[config.mk]
export PLATFORM = sky130hd
export DESIGN_NAME = safety_muting_sequencer
export DESIGN_NICKNAME = d
export VERILOG_FILES = /design/src/muting_pkg.sv /design/src/safety_muting_sequencer.sv
export SDC_FILE = /design/constraint.sdc
export NUM_CORES = 1
export LEC_CHECK = 0
export BUFFER_PORTS_ARGS = -buffer_cell sky130_fd_sc_hd__buf_2
export CAP_MARGIN = 20
export CELL_PAD_IN_SITES_DETAIL_PLACEMENT = 0
export CELL_PAD_IN_SITES_GLOBAL_PLACEMENT = 2
export CORE_ASPECT_RATIO = 1.5
export CORE_UTILIZATION = 31
export CTS_CLUSTER_DIAMETER = 50
export DETAILED_ROUTE_END_ITERATION = 6
export PLACE_DENSITY = 0.77
export REMOVE_ABC_BUFFERS = 1
export SYNTH_ARGS = -nofsm -noshare
export SYNTH_HDL_FRONTEND = slang
export SYNTH_SLANG_ARGS = --single-unit
[constraint.sdc]
create_clock -name sys_clk_in -period 2.75 [get_ports sys_clk_in]
set_input_delay 0.55 -clock sys_clk_in [delete_from_list [all_inputs] [get_ports sys_clk_in]]
set_output_delay 0.55 -clock sys_clk_in [all_outputs]
set_load 0.01 [all_outputs]
[src/muting_pkg.sv]
// Shared constants for the muting sequencer
package muting_pkg;
   localparam int          CLK_PERIOD_NS = 10;
   localparam int          TIME_BASE_NS  = 1000000;
   localparam int          TICK_CYCLES   = TIME_BASE_NS / CLK_PERIOD_NS;
   localparam int          ADDR_W        = 5;
   localparam int          TIME_W        = 16;
   // Register offsets
   localparam logic [4:0]  CFG_OFS       = 5'h00;
   localparam logic [4:0]  CMD_OFS       = 5'h04;
   localparam logic [4:0]  STAT_OFS      = 5'h08;
   localparam logic [4:0]  CONC_OFS      = 5'h0c;
   localparam logic [4:0]  TOTAL_OFS     = 5'h10;
   // Configuration field positions
   localparam int          CFG_CROSSED   = 0;
   localparam int          CFG_PRE_EN    = 1;
   localparam int          CFG_DIR_DET   = 2;
   localparam int          CFG_REVERSE   = 3;
   localparam int          CFG_CONC_MON  = 4;
   localparam int          CFG_TOTAL_MON = 5;
   localparam int          CFG_END_DEV   = 6;
   localparam int          CFG_SEQ_MON   = 7;
   localparam int          CMD_OVERRIDE  = 0;
   // Error cause positions
   localparam int          ERR_CONC      = 0;
   localparam int          ERR_TOTAL     = 1;
   localparam int          ERR_DIR       = 2;
   localparam int          ERR_SEQ       = 3;
   // Status field positions
   localparam int          STAT_MUTE     = 0;
   localparam int          STAT_ERR      = 1;
   localparam int          STAT_CAUSE    = 4;
   localparam int          STAT_STATE    = 8;
   // Reset values
   localparam logic [7:0]  CFG_RESET     = 8'hf0;
   localparam logic [15:0] CONC_RESET    = 16'h0bb8;
   localparam logic [15:0] TOTAL_RESET   = 16'hea60;

   typedef enum logic [1:0] {
      ST_IDLE,
      ST_FIRST,
      ST_SECOND,
      ST_DRAIN
   } mute_state_t;
endpackage

[src/safety_muting_sequencer.sv]
// Muting sequencer: sequential four-sensor and crossed two-sensor muting
`timescale 1ns/1ps
`default_nettype none
module safety_muting_sequencer
   import muting_pkg::*;
#(
   parameter int TICK_DIV = TICK_CYCLES
) (
   input  wire logic              sys_clk_in,
   input  wire logic              rst_in,
   input  wire logic [ADDR_W-1:0] addr_in,
   input  wire logic [31:0]       wr_data_in,
   input  wire logic              wr_in,
   input  wire logic              rd_in,
   output logic [31:0]            rd_data_out,
   input  wire logic              first_pair_sensor_one_in,
   input  wire logic              first_pair_sensor_two_in,
   input  wire logic              second_pair_sensor_one_in,
   input  wire logic              second_pair_sensor_two_in,
   input  wire logic              pretrigger_sensor_in,
   input  wire logic              protective_safety_outputs_in,
   output logic                   output_enable_out,
   output logic                   muting_status_out,
   output logic                   muting_error_out,
   output logic                   fault_present_out
);
   mute_state_t        state_reg;
   mute_state_t        state_next;
   logic [7:0]         cfg_reg;
   logic [TIME_W-1:0]  conc_lim_reg;
   logic [TIME_W-1:0]  total_lim_reg;
   logic [31:0]        tick_cnt_reg;
   logic               tick;
   logic [TIME_W-1:0]  conc_cnt_reg;
   logic [TIME_W-1:0]  total_cnt_reg;
   logic [3:0]         cause_reg;
   logic [3:0]         cause_set;
   logic               rev_reg;
   logic               pre_seen_reg;
   logic               lead_one_reg;
   logic               lead_two_reg;
   logic               tripped_reg;
   logic               armed_reg;
   logic               complete;
   logic               override;
   logic               a_any, a_both, b_any, b_both, all_clear;
   logic               fst_both, sec_both;
   logic               pre_ok, order_ok, partial, muting;

   wire crossed  = cfg_reg[CFG_CROSSED];
   wire dir_det  = cfg_reg[CFG_DIR_DET];
   wire cfg_rev  = cfg_reg[CFG_REVERSE];
   wire osd_free = protective_safety_outputs_in;

   always_comb begin
      a_any     = first_pair_sensor_one_in | first_pair_sensor_two_in;
      a_both    = first_pair_sensor_one_in & first_pair_sensor_two_in;
      b_any     = second_pair_sensor_one_in | second_pair_sensor_two_in;
      b_both    = second_pair_sensor_one_in & second_pair_sensor_two_in;
      all_clear = !a_any && !b_any && !pretrigger_sensor_in && osd_free;
      // Crossed mode holds on the first pair; sequential holds on the far pair
      fst_both  = rev_reg ? b_both : a_both;
      sec_both  = (crossed || rev_reg) ? a_both : b_both;
      pre_ok    = !cfg_reg[CFG_PRE_EN] || pre_seen_reg;
      // One sensor must lead; simultaneous activation is no defined order
      order_ok  = dir_det ? (cfg_rev ? lead_two_reg : lead_one_reg)
                          : (lead_one_reg || lead_two_reg);
      partial   = (a_any && !a_both) || (!crossed && b_any && !b_both);
      muting    = (state_reg == ST_FIRST) || (state_reg == ST_SECOND);
      override  = wr_in && (addr_in == CMD_OFS) && wr_data_in[CMD_OVERRIDE];
   end

   // Millisecond time base for the monitors
   always_ff @(posedge sys_clk_in) begin
      if (rst_in || tick_cnt_reg == 32'(TICK_DIV - 1)) begin
         tick_cnt_reg <= 32'h0;
      end else begin
         tick_cnt_reg <= tick_cnt_reg + 32'h1;
      end
   end
   assign tick = (tick_cnt_reg == 32'(TICK_DIV - 1));

   // Sequence control and error causes
   always_comb begin
      state_next = state_reg;
      cause_set  = 4'h0;
      complete   = 1'b0;
      unique case (state_reg)
         ST_IDLE: begin
            if (cfg_reg[CFG_CONC_MON] && partial && conc_cnt_reg >= conc_lim_reg) begin
               cause_set[ERR_CONC] = 1'b1;
               state_next          = ST_DRAIN;
            end else if (crossed && a_both) begin
               if (order_ok && pre_ok) begin
                  state_next = ST_SECOND;
               end else begin
                  cause_set[dir_det ? ERR_DIR : ERR_SEQ] = 1'b1;
                  state_next = ST_DRAIN;
               end
            end else if (!crossed && a_both && b_both) begin
               if (cfg_reg[CFG_SEQ_MON]) begin
                  cause_set[ERR_SEQ] = 1'b1;
               end
               state_next = ST_DRAIN;
            end else if (!crossed && (a_both || b_both)) begin
               if (dir_det && (b_both != cfg_rev)) begin
                  cause_set[ERR_DIR] = 1'b1;
                  state_next         = ST_DRAIN;
               end else if (!pre_ok) begin
                  cause_set[ERR_SEQ] = 1'b1;
                  state_next         = ST_DRAIN;
               end else begin
                  state_next = ST_FIRST;
               end
            end
         end
         ST_FIRST: begin
            if (a_both && b_both) begin
               state_next = ST_SECOND;
            end else if (!fst_both) begin
               if (cfg_reg[CFG_SEQ_MON]) begin
                  cause_set[ERR_SEQ] = 1'b1;
               end
               state_next = ST_DRAIN;
            end
         end
         ST_SECOND: begin
            if (!sec_both) begin
               complete   = 1'b1;
               state_next = ST_DRAIN;
            end else if (cfg_reg[CFG_END_DEV] && tripped_reg && osd_free) begin
               complete   = 1'b1;
               state_next = ST_DRAIN;
            end
         end
         ST_DRAIN: begin
            if (!a_any && !b_any) begin
               state_next = ST_IDLE;
            end
         end
      endcase
      if (muting && cfg_reg[CFG_TOTAL_MON] && total_cnt_reg >= total_lim_reg) begin
         cause_set[ERR_TOTAL] = 1'b1;
         complete             = 1'b0;
         state_next           = ST_DRAIN;
      end
   end

   always_ff @(posedge sys_clk_in) begin
      if (rst_in) begin
         state_reg <= ST_IDLE;
      end else begin
         state_reg <= state_next;
      end
   end

   // Direction of the current sequential cycle
   always_ff @(posedge sys_clk_in) begin
      if (rst_in) begin
         rev_reg <= 1'b0;
      end else if (state_reg == ST_IDLE) begin
         rev_reg <= !crossed && b_both && !a_both;
      end
   end

   // Pre-trigger and lead sensor history, gathered only while idle
   always_ff @(posedge sys_clk_in) begin
      if (rst_in || state_reg == ST_DRAIN) begin
         pre_seen_reg <= 1'b0;
         lead_one_reg <= 1'b0;
         lead_two_reg <= 1'b0;
      end else if (state_reg == ST_IDLE) begin
         if (pretrigger_sensor_in && !fst_both && !a_both) begin
            pre_seen_reg <= 1'b1;
         end
         if (!a_any) begin
            lead_one_reg <= 1'b0;
            lead_two_reg <= 1'b0;
         end else if (!lead_one_reg && !lead_two_reg && !a_both) begin
            lead_one_reg <= first_pair_sensor_one_in;
            lead_two_reg <= first_pair_sensor_two_in;
         end
      end
   end

   // Concurrence and total muting timers
   always_ff @(posedge sys_clk_in) begin
      if (rst_in || !partial || state_reg != ST_IDLE) begin
         conc_cnt_reg <= '0;
      end else if (tick && conc_cnt_reg != '1) begin
         conc_cnt_reg <= conc_cnt_reg + 1'b1;
      end
   end

   always_ff @(posedge sys_clk_in) begin
      if (rst_in || !muting) begin
         total_cnt_reg <= '0;
      end else if (tick && total_cnt_reg != '1) begin
         total_cnt_reg <= total_cnt_reg + 1'b1;
      end
   end

   // Protective device interrupted during this muting cycle
   always_ff @(posedge sys_clk_in) begin
      if (rst_in || !muting) begin
         tripped_reg <= 1'b0;
      end else if (!osd_free) begin
         tripped_reg <= 1'b1;
      end
   end

   // Error causes: a new cause always beats a clear in the same cycle
   always_ff @(posedge sys_clk_in) begin
      if (rst_in) begin
         armed_reg <= 1'b0;
      end else if (cause_reg == 4'h0) begin
         armed_reg <= 1'b0;
      end else if (all_clear && !muting) begin
         armed_reg <= 1'b1;
      end
   end

   always_ff @(posedge sys_clk_in) begin
      if (rst_in) begin
         cause_reg <= 4'h0;
      end else if (override || (complete && armed_reg)) begin
         cause_reg <= cause_set;
      end else begin
         cause_reg <= cause_reg | cause_set;
      end
   end

   // Outputs straight from flip-flops, following the next state
   always_ff @(posedge sys_clk_in) begin
      if (rst_in) begin
         output_enable_out <= 1'b0;
         muting_status_out <= 1'b0;
         muting_error_out  <= 1'b0;
         fault_present_out <= 1'b0;
      end else begin
         muting_status_out <= (state_next == ST_FIRST) || (state_next == ST_SECOND);
         muting_error_out  <= (override || (complete && armed_reg)) ? |cause_set
                                                                  : |(cause_reg | cause_set);
         fault_present_out <= (override || (complete && armed_reg)) ? |cause_set
                                                                  : |(cause_reg | cause_set);
         output_enable_out <= !(override || (complete && armed_reg) ? |cause_set
                                                                  : |(cause_reg | cause_set))
                              && (osd_free || state_next == ST_FIRST
                                  || state_next == ST_SECOND);
      end
   end

   // Register port
   always_ff @(posedge sys_clk_in) begin
      if (rst_in) begin
         cfg_reg       <= CFG_RESET;
         conc_lim_reg  <= CONC_RESET;
         total_lim_reg <= TOTAL_RESET;
      end else if (wr_in) begin
         unique case (addr_in)
            CFG_OFS:   cfg_reg       <= wr_data_in[7:0];
            CONC_OFS:  conc_lim_reg  <= wr_data_in[TIME_W-1:0];
            TOTAL_OFS: total_lim_reg <= wr_data_in[TIME_W-1:0];
            default: ;
         endcase
      end
   end

   always_ff @(posedge sys_clk_in) begin
      if (rst_in || !rd_in) begin
         rd_data_out <= 32'h0;
      end else begin
         unique case (addr_in)
            CFG_OFS:   rd_data_out <= {24'h0, cfg_reg};
            STAT_OFS:  rd_data_out <= {22'h0, state_reg, cause_reg, 2'h0,
                                       muting_error_out, muting_status_out};
            CONC_OFS:  rd_data_out <= {16'h0, conc_lim_reg};
            TOTAL_OFS: rd_data_out <= {16'h0, total_lim_reg};
            default:   rd_data_out <= 32'h0;
         endcase
      end
   end
endmodule
`default_nettype wire

# Word level (Yosys, flattened, before mapping)
# Index checks and enable logic that the tools add are counted.
# W data, S select, Z words.
# classes
add_sub_neg,3
n_lt_le_gt_ge,4
eq_ne,14
mux,49
bitwise_logic,5
reduce_logical,75
# ops
cell,n
$pmux W16 S4,1
$logic_and A1 B1 Y1,33
$add A16 B1 Y16 const B,2
$add A32 B1 Y32 const B,1
$eq A32 B17 Y1 const B,1
$ge A16 B16 Y1,2
$ne A16 B16 Y1 const B,2
$mux W2,15
$mux W1,26
$logic_or A1 B1 Y1,16
$logic_not A1 Y1,14
$eq A5 B4 Y1 const B,2
$reduce_and A2 Y1,5
$mux W4,2
$pmux W2 S4,1
$reduce_or A4 Y1,2
$eq A2 B2 Y1 const B,3
$mux W3,2
$eq A5 B3 Y1 const B,1
$eq A5 B5 Y1 const B,1
$logic_not A5 Y1,1
$eq A2 B1 Y1 const B,2
$logic_not A4 Y1,1
$or A4 B4 Y4,1
11 further kinds,13
# word_totals
regBits,151
output_inout_bits,36
elab_cells,168

# Logic depth before layout (Yosys ltp)
# logic_depth
ltp_word,15
mapped_depth,13
ltp_nobuf,13

# Least setup slack after synthesis
# Ideal clock, no wire load.
# synth_timing
kind,register -> register
from,register total_cnt_reg[0]
to,register output_enable_out
setup_time_ps,116
arrival_time_ps,2785
required_time_ps,2634
path_slack_ps,-151
stages_incl_launch_ff,14
n_path_buf,0
synth_period_minus_slack_ps,2901
cell_sequence,dfxtp_1 > inv_1 > ha_1 > or3b_2 > o2111ai_1 > a31o_2 > a31oi_1 > nand2b_1 > a2111oi_0 > inv_1 > ha_1 > nor3_1 > nor2_1 > and4_1
# synth_between
word_cells_on_any_way,17
cone_classes,order compare (1); eq/ne (2); mux (4); bitwise (1); reduce/logical (9)
# synth_lines
element,line,source
start: declaration,safety_muting_sequencer.sv:35,logic [TIME_W-1:0] total_cnt_reg;
start signal: assignment,safety_muting_sequencer.sv:199,total_cnt_reg <= total_cnt_reg + 1'b1;
$ge A16 B16 Y1 (*),safety_muting_sequencer.sv:142,if (muting && cfg_reg[CFG_TOTAL_MON] && total_cnt_reg >= total_lim_reg) begin
$logic_and A1 B1 Y1 (*),safety_muting_sequencer.sv:142,
$mux W2 (*),safety_muting_sequencer.sv:142,
via state_next[0],safety_muting_sequencer.sv:28,mute_state_t state_next;
$eq A2 B1 Y1,safety_muting_sequencer.sv:248,&& (osd_free || state_next == ST_FIRST
$logic_or A1 B1 Y1,safety_muting_sequencer.sv:248,
$logic_or A1 B1 Y1 (*),safety_muting_sequencer.sv:249,|| state_next == ST_SECOND);
$logic_and A1 B1 Y1 (*),safety_muting_sequencer.sv:248,
end signal: assignment,safety_muting_sequencer.sv:246,output_enable_out <= !(override || (complete && armed_reg) ? |cause_set
end: declaration,safety_muting_sequencer.sv:22,"output logic output_enable_out,"
# The timed path passes the listed nets; every way through them passes the cells marked *.
# A chain may end at the register's enable or synchronous reset.

# Worst setup path after layout
# layout_timing
from,register conc_lim_reg[3]
to,register output_enable_out
# layout_between
elab_chain_len,10
word_cells_on_any_way,20
cone_classes,order compare (1); eq/ne (2); mux (9); bitwise (1); reduce/logical (7)
# layout_lines
element,line,source
start: declaration,safety_muting_sequencer.sv:30,logic [TIME_W-1:0] conc_lim_reg;
start signal: assignment,safety_muting_sequencer.sv:262,CONC_OFS: conc_lim_reg <= wr_data_in[TIME_W-1:0];
$ge A16 B16 Y1 (*),safety_muting_sequencer.sv:90,if (cfg_reg[CFG_CONC_MON] && partial && conc_cnt_reg >= conc_lim_reg) begin
$logic_and A1 B1 Y1 (*),safety_muting_sequencer.sv:90,
$mux W3,safety_muting_sequencer.sv:90,
$mux W3,safety_muting_sequencer.sv:88,unique case (state_reg)
$mux W1,safety_muting_sequencer.sv:142,
$or A4 B4 Y4,safety_muting_sequencer.sv:247,: |(cause_reg | cause_set))
$reduce_or A4 Y1,safety_muting_sequencer.sv:247,
$mux W1,safety_muting_sequencer.sv:246,
$logic_not A1 Y1,safety_muting_sequencer.sv:246,
$logic_and A1 B1 Y1 (*),safety_muting_sequencer.sv:248,
# Mark *: on every way between the ends. The rest lies on a longest branch, timed or not.

==> flow_results.org <==
** Outcome
- The run finished with clean final reports.

** Detailed routing
- Count of antenna-violating nets left after detailed routing :: 0
- Wirelength, routed :: 18800 um
- After detailed routing, the number of remaining DRC violations is 0.
- After detailed routing, the average wire length per cell comes to 15.3 um.
- Overall via count from detail_route :: 5962
- For this run, the detailed router's first-pass iteration total came to 6.
- Via density per instance :: 4.84
- The first routing iteration left 302 violations.

** Worst setup path
- Critical path required time :: 3070 ps
- Crit Path Max Fanout :: 2
- For the worst setup path, the data arrival time is 2930 ps.
- Crit path kind :: flip-flop to flip-flop
- STA classifies the critical path startpoint as a flip-flop.
- The worst setup path is captured at a flip-flop.

** Cells and area
- Of the cells placed in the final design, the portion with a size suffix greater than 1 is 0.218.
- Max FFs per register :: 32
- Leaving out filler cells and counting taps, the final layout contains 1231.
- Fraction of the core area covered by cells at the end of the flow :: 0.398
- The area growth from synthesis to layout is 26.0%.
- Cell area after layout :: 8600 sq um
- Nets@finish :: 1036
- Total inserted antenna cells :: 0

** STA
- Worst max-slew margin expressed relative to the limit :: 0.526
- Min setup slack post-route :: 147 ps
- Period Utilization, post-route :: 0.947
- Final max-slew violation count :: 0
- Setup repair after global routing left no endpoint under its margin.
- On the final layout, the worst hold slack is 354 ps.
- Worst Skew :: 12.4 ps
- Setup violations remaining at the end of the flow were counted as 0.
- The worst path in the final design needs a cycle of 2600 ps, including I/O delays and setup.
- At the pin with the least slew margin, the transition time is 709 ps.
- Max Freq :: 384 MHz
- Adding up every negative setup slack in the final design gives 0 ps.
- Final hold viol count :: 0

** Logic synthesis
- In this run the cell area of the synthesized design comes to 6830 sq um.
- For this run, the leading register cell type out of synthesis is sky130_fd_sc_hd__dfxtp_1.
- Async S/R FF share, synth :: 0
- For this run, the register share of the synthesized area comes to 0.396.
- Mean instance size in the synthesized netlist :: 8.26 sq um
- Count of synthesis-stage warnings from yosys :: 0
- Counting flops with a built-in enable in the synthesized netlist gives 0.
- The cell count after synthesis came out at 827.
- After synthesis the netlist holds a flip-flop and latch count of 135.
- Number of distinct library cell variants in the gate-level netlist after synthesis :: 54

** Placement
- Detailed-placement wirelength estimate :: 14200 um
- After detailed placement, the total cell area comes to 7850 sq um.
- The congestion estimate from routability-driven global placement came to 0.854.
- Number of buffers inserted by port buffering :: 50
- At the placement stage, the worst setup path has a slack of -343 ps.
- Dpl cells :: 1198

** Power and ir drop
- The design draws 5.21 mW.
- In this run the power density over the cells is 606 nW/um^2.
- Worst vdd ir :: 0.442 mV
- For this design the static power due to leakage is 3.56 nW.

** Job
- MaxCap Viol Count :: 0

** Floorplan
- Floorplan core area :: 21600 sq um
- Row generation in the floorplan step produced 66 rows.
- The floorplan step defined a die boundary enclosing 22600 sq um.
- # IOs :: 83
- Measured along the y axis, the die boundary spans 184 um.
- The die is 123 um wide.
- The initial utilization of the core area, before any placement, comes to 0.316.

** Worst hold path
- The worst hold path belongs to the class input pin to flip-flop.

** GRT
- Wire length of the first global-routing pass :: 30100 um
- Antenna violations before repair :: 1
- Maximum number of pins on one net before global-route repair :: 37
- The number of global-route vias before repair came to 5859.
- In the global route stage, overall resource usage came out at 0.176.
- Global route total overflow :: 0

** CTS
- Maximum buffer depth of the clock tree :: 2
- The H-tree generated during clock tree synthesis spans 4 levels.
- In this run the clock root is driven by a sky130_fd_sc_hd__clkbuf_16.
- Number of buffers created by CTS :: 17
- Clock transition at path regs :: 60 ps
- TritonCTS built the clock tree.
- The clock net in this run drives a total of 135 sinks.
- Insertion delay of the later-clocked pin in the worst-skew pair :: 430 ps
[timing repair]
| item | in CTS | in global routing |
|---|---|---|
| buffers inserted | 0 | 2 |
| pin swaps | 11 | 13 |
| hold buffers | 0 | 0 |
| resized for setup | 12 | 25 |
| setup endpoints to repair | 2 | 1 |
[critical path, stage by stage (launching register included)]
cell	delay (ps)
sky130_fd_sc_hd__dfxtp_2	320
sky130_fd_sc_hd__inv_1	40
sky130_fd_sc_hd__ha_2	300
sky130_fd_sc_hd__nor2_1	40
sky130_fd_sc_hd__or3_1	390
sky130_fd_sc_hd__o221ai_2	210
sky130_fd_sc_hd__a21oi_2	130
sky130_fd_sc_hd__buf_4	170
sky130_fd_sc_hd__o221ai_2	180
sky130_fd_sc_hd__a21oi_2	80
sky130_fd_sc_hd__buf_4	140
sky130_fd_sc_hd__ha_2	180
sky130_fd_sc_hd__nor3_2	90
sky130_fd_sc_hd__nor2_1	50
sky130_fd_sc_hd__and4_1	180
[cells in the mapped netlist, drive strengths merged, types with 16 or more instances]
cell type  count  area share
a21oi         54       0.040
and3          17       0.016
buf           19       0.020
clkbuf        29       0.016
dfxtp        135        0.40
ha            43       0.079
inv           46       0.025
nand2        127       0.070
nand3         25       0.019
nand3b        16       0.018
nand4         20       0.020
nor2         103       0.057
nor3          17       0.012
xnor2         25       0.032
xor2          34       0.044
[kinds of logic after synthesis]
group | Yosys count | share of synthesized area
compound gates | 119 | 0.119
other cells | 1 | 0.000549
xor+xnor | 59 | 0.0757
flops | 135 | 0.396
mux | 5 | 0.00733
fa+ha+maj | 43 | 0.0788
simple gates | 371 | 0.262
buf+inv | 94 | 0.0610
[cell usage in the layout, fill, tap and decap left out, types with 5 or more instances in the layout]
cell	netlist	layout
sky130_fd_sc_hd__o21a_1	6	6
sky130_fd_sc_hd__nor3_1	17	16
sky130_fd_sc_hd__nor2b_1	7	7
sky130_fd_sc_hd__nand2_1	127	127
sky130_fd_sc_hd__clkbuf_16	0	17
sky130_fd_sc_hd__ha_1	43	38
sky130_fd_sc_hd__o21ai_0	9	8
sky130_fd_sc_hd__dfxtp_2	0	11
sky130_fd_sc_hd__a22oi_1	9	9
sky130_fd_sc_hd__and2_1	5	5
sky130_fd_sc_hd__nor4_1	7	7
sky130_fd_sc_hd__nand3_1	24	24
sky130_fd_sc_hd__and4_1	9	8
sky130_fd_sc_hd__nand3b_1	16	16
sky130_fd_sc_hd__xnor2_1	25	25
sky130_fd_sc_hd__inv_1	46	45
sky130_fd_sc_hd__a211o_1	7	7
sky130_fd_sc_hd__dfxtp_1	135	124
sky130_fd_sc_hd__a21oi_1	54	50
sky130_fd_sc_hd__nor2_1	103	102
sky130_fd_sc_hd__a222oi_1	8	8
sky130_fd_sc_hd__buf_2	0	50
sky130_fd_sc_hd__nand4_1	18	18
sky130_fd_sc_hd__buf_4	17	83
sky130_fd_sc_hd__mux2i_1	5	5
sky130_fd_sc_hd__conb_1	1	16
sky130_fd_sc_hd__and3_1	17	17
sky130_fd_sc_hd__xor2_1	34	34
[layer usage]
layer,share of wire,wire (um),vias up,track usage
met5,0.00059,11,-,0
met4,0.026,486,2,0.0761
met3,0.036,679,35,0.0372
met2,0.53,9980,109,0.319
met1,0.41,7620,2765,0.194
li1,-,-,3051,-
[layout make-up]
| type | instances | area (sq um) |
|---|---|---|
| clock buffer | 17 | 425 |
| clock inverter | 15 | 168 |
| fill | 2269 | 13000 |
| inverter | 46 | 173 |
| multi-input combinational | 613 | 3910 |
| sequential | 135 | 2720 |
| tap | 272 | 340 |
| timing repair buffer | 133 | 873 |
[power breakdown]
group / switching [mW] / internal, mW / total [mW]
combinational: 0.482 / 0.336 / 0.818
sequential: 0.0577 / 2.02 / 2.08
clock: 0.957 / 1.36 / 2.31
[final timing paths]
path,endpoint,cells after the start,start,slack (ps)
max reg2reg,output_enable_out,14,conc_lim_reg[3],150
min,total_lim_reg[13],3,wr_data_in[13],350
min reg2reg,tripped_reg,2,tripped_reg,460
max,output_enable_out,14,conc_lim_reg[3],150
(Power assumes the default switching activity.)
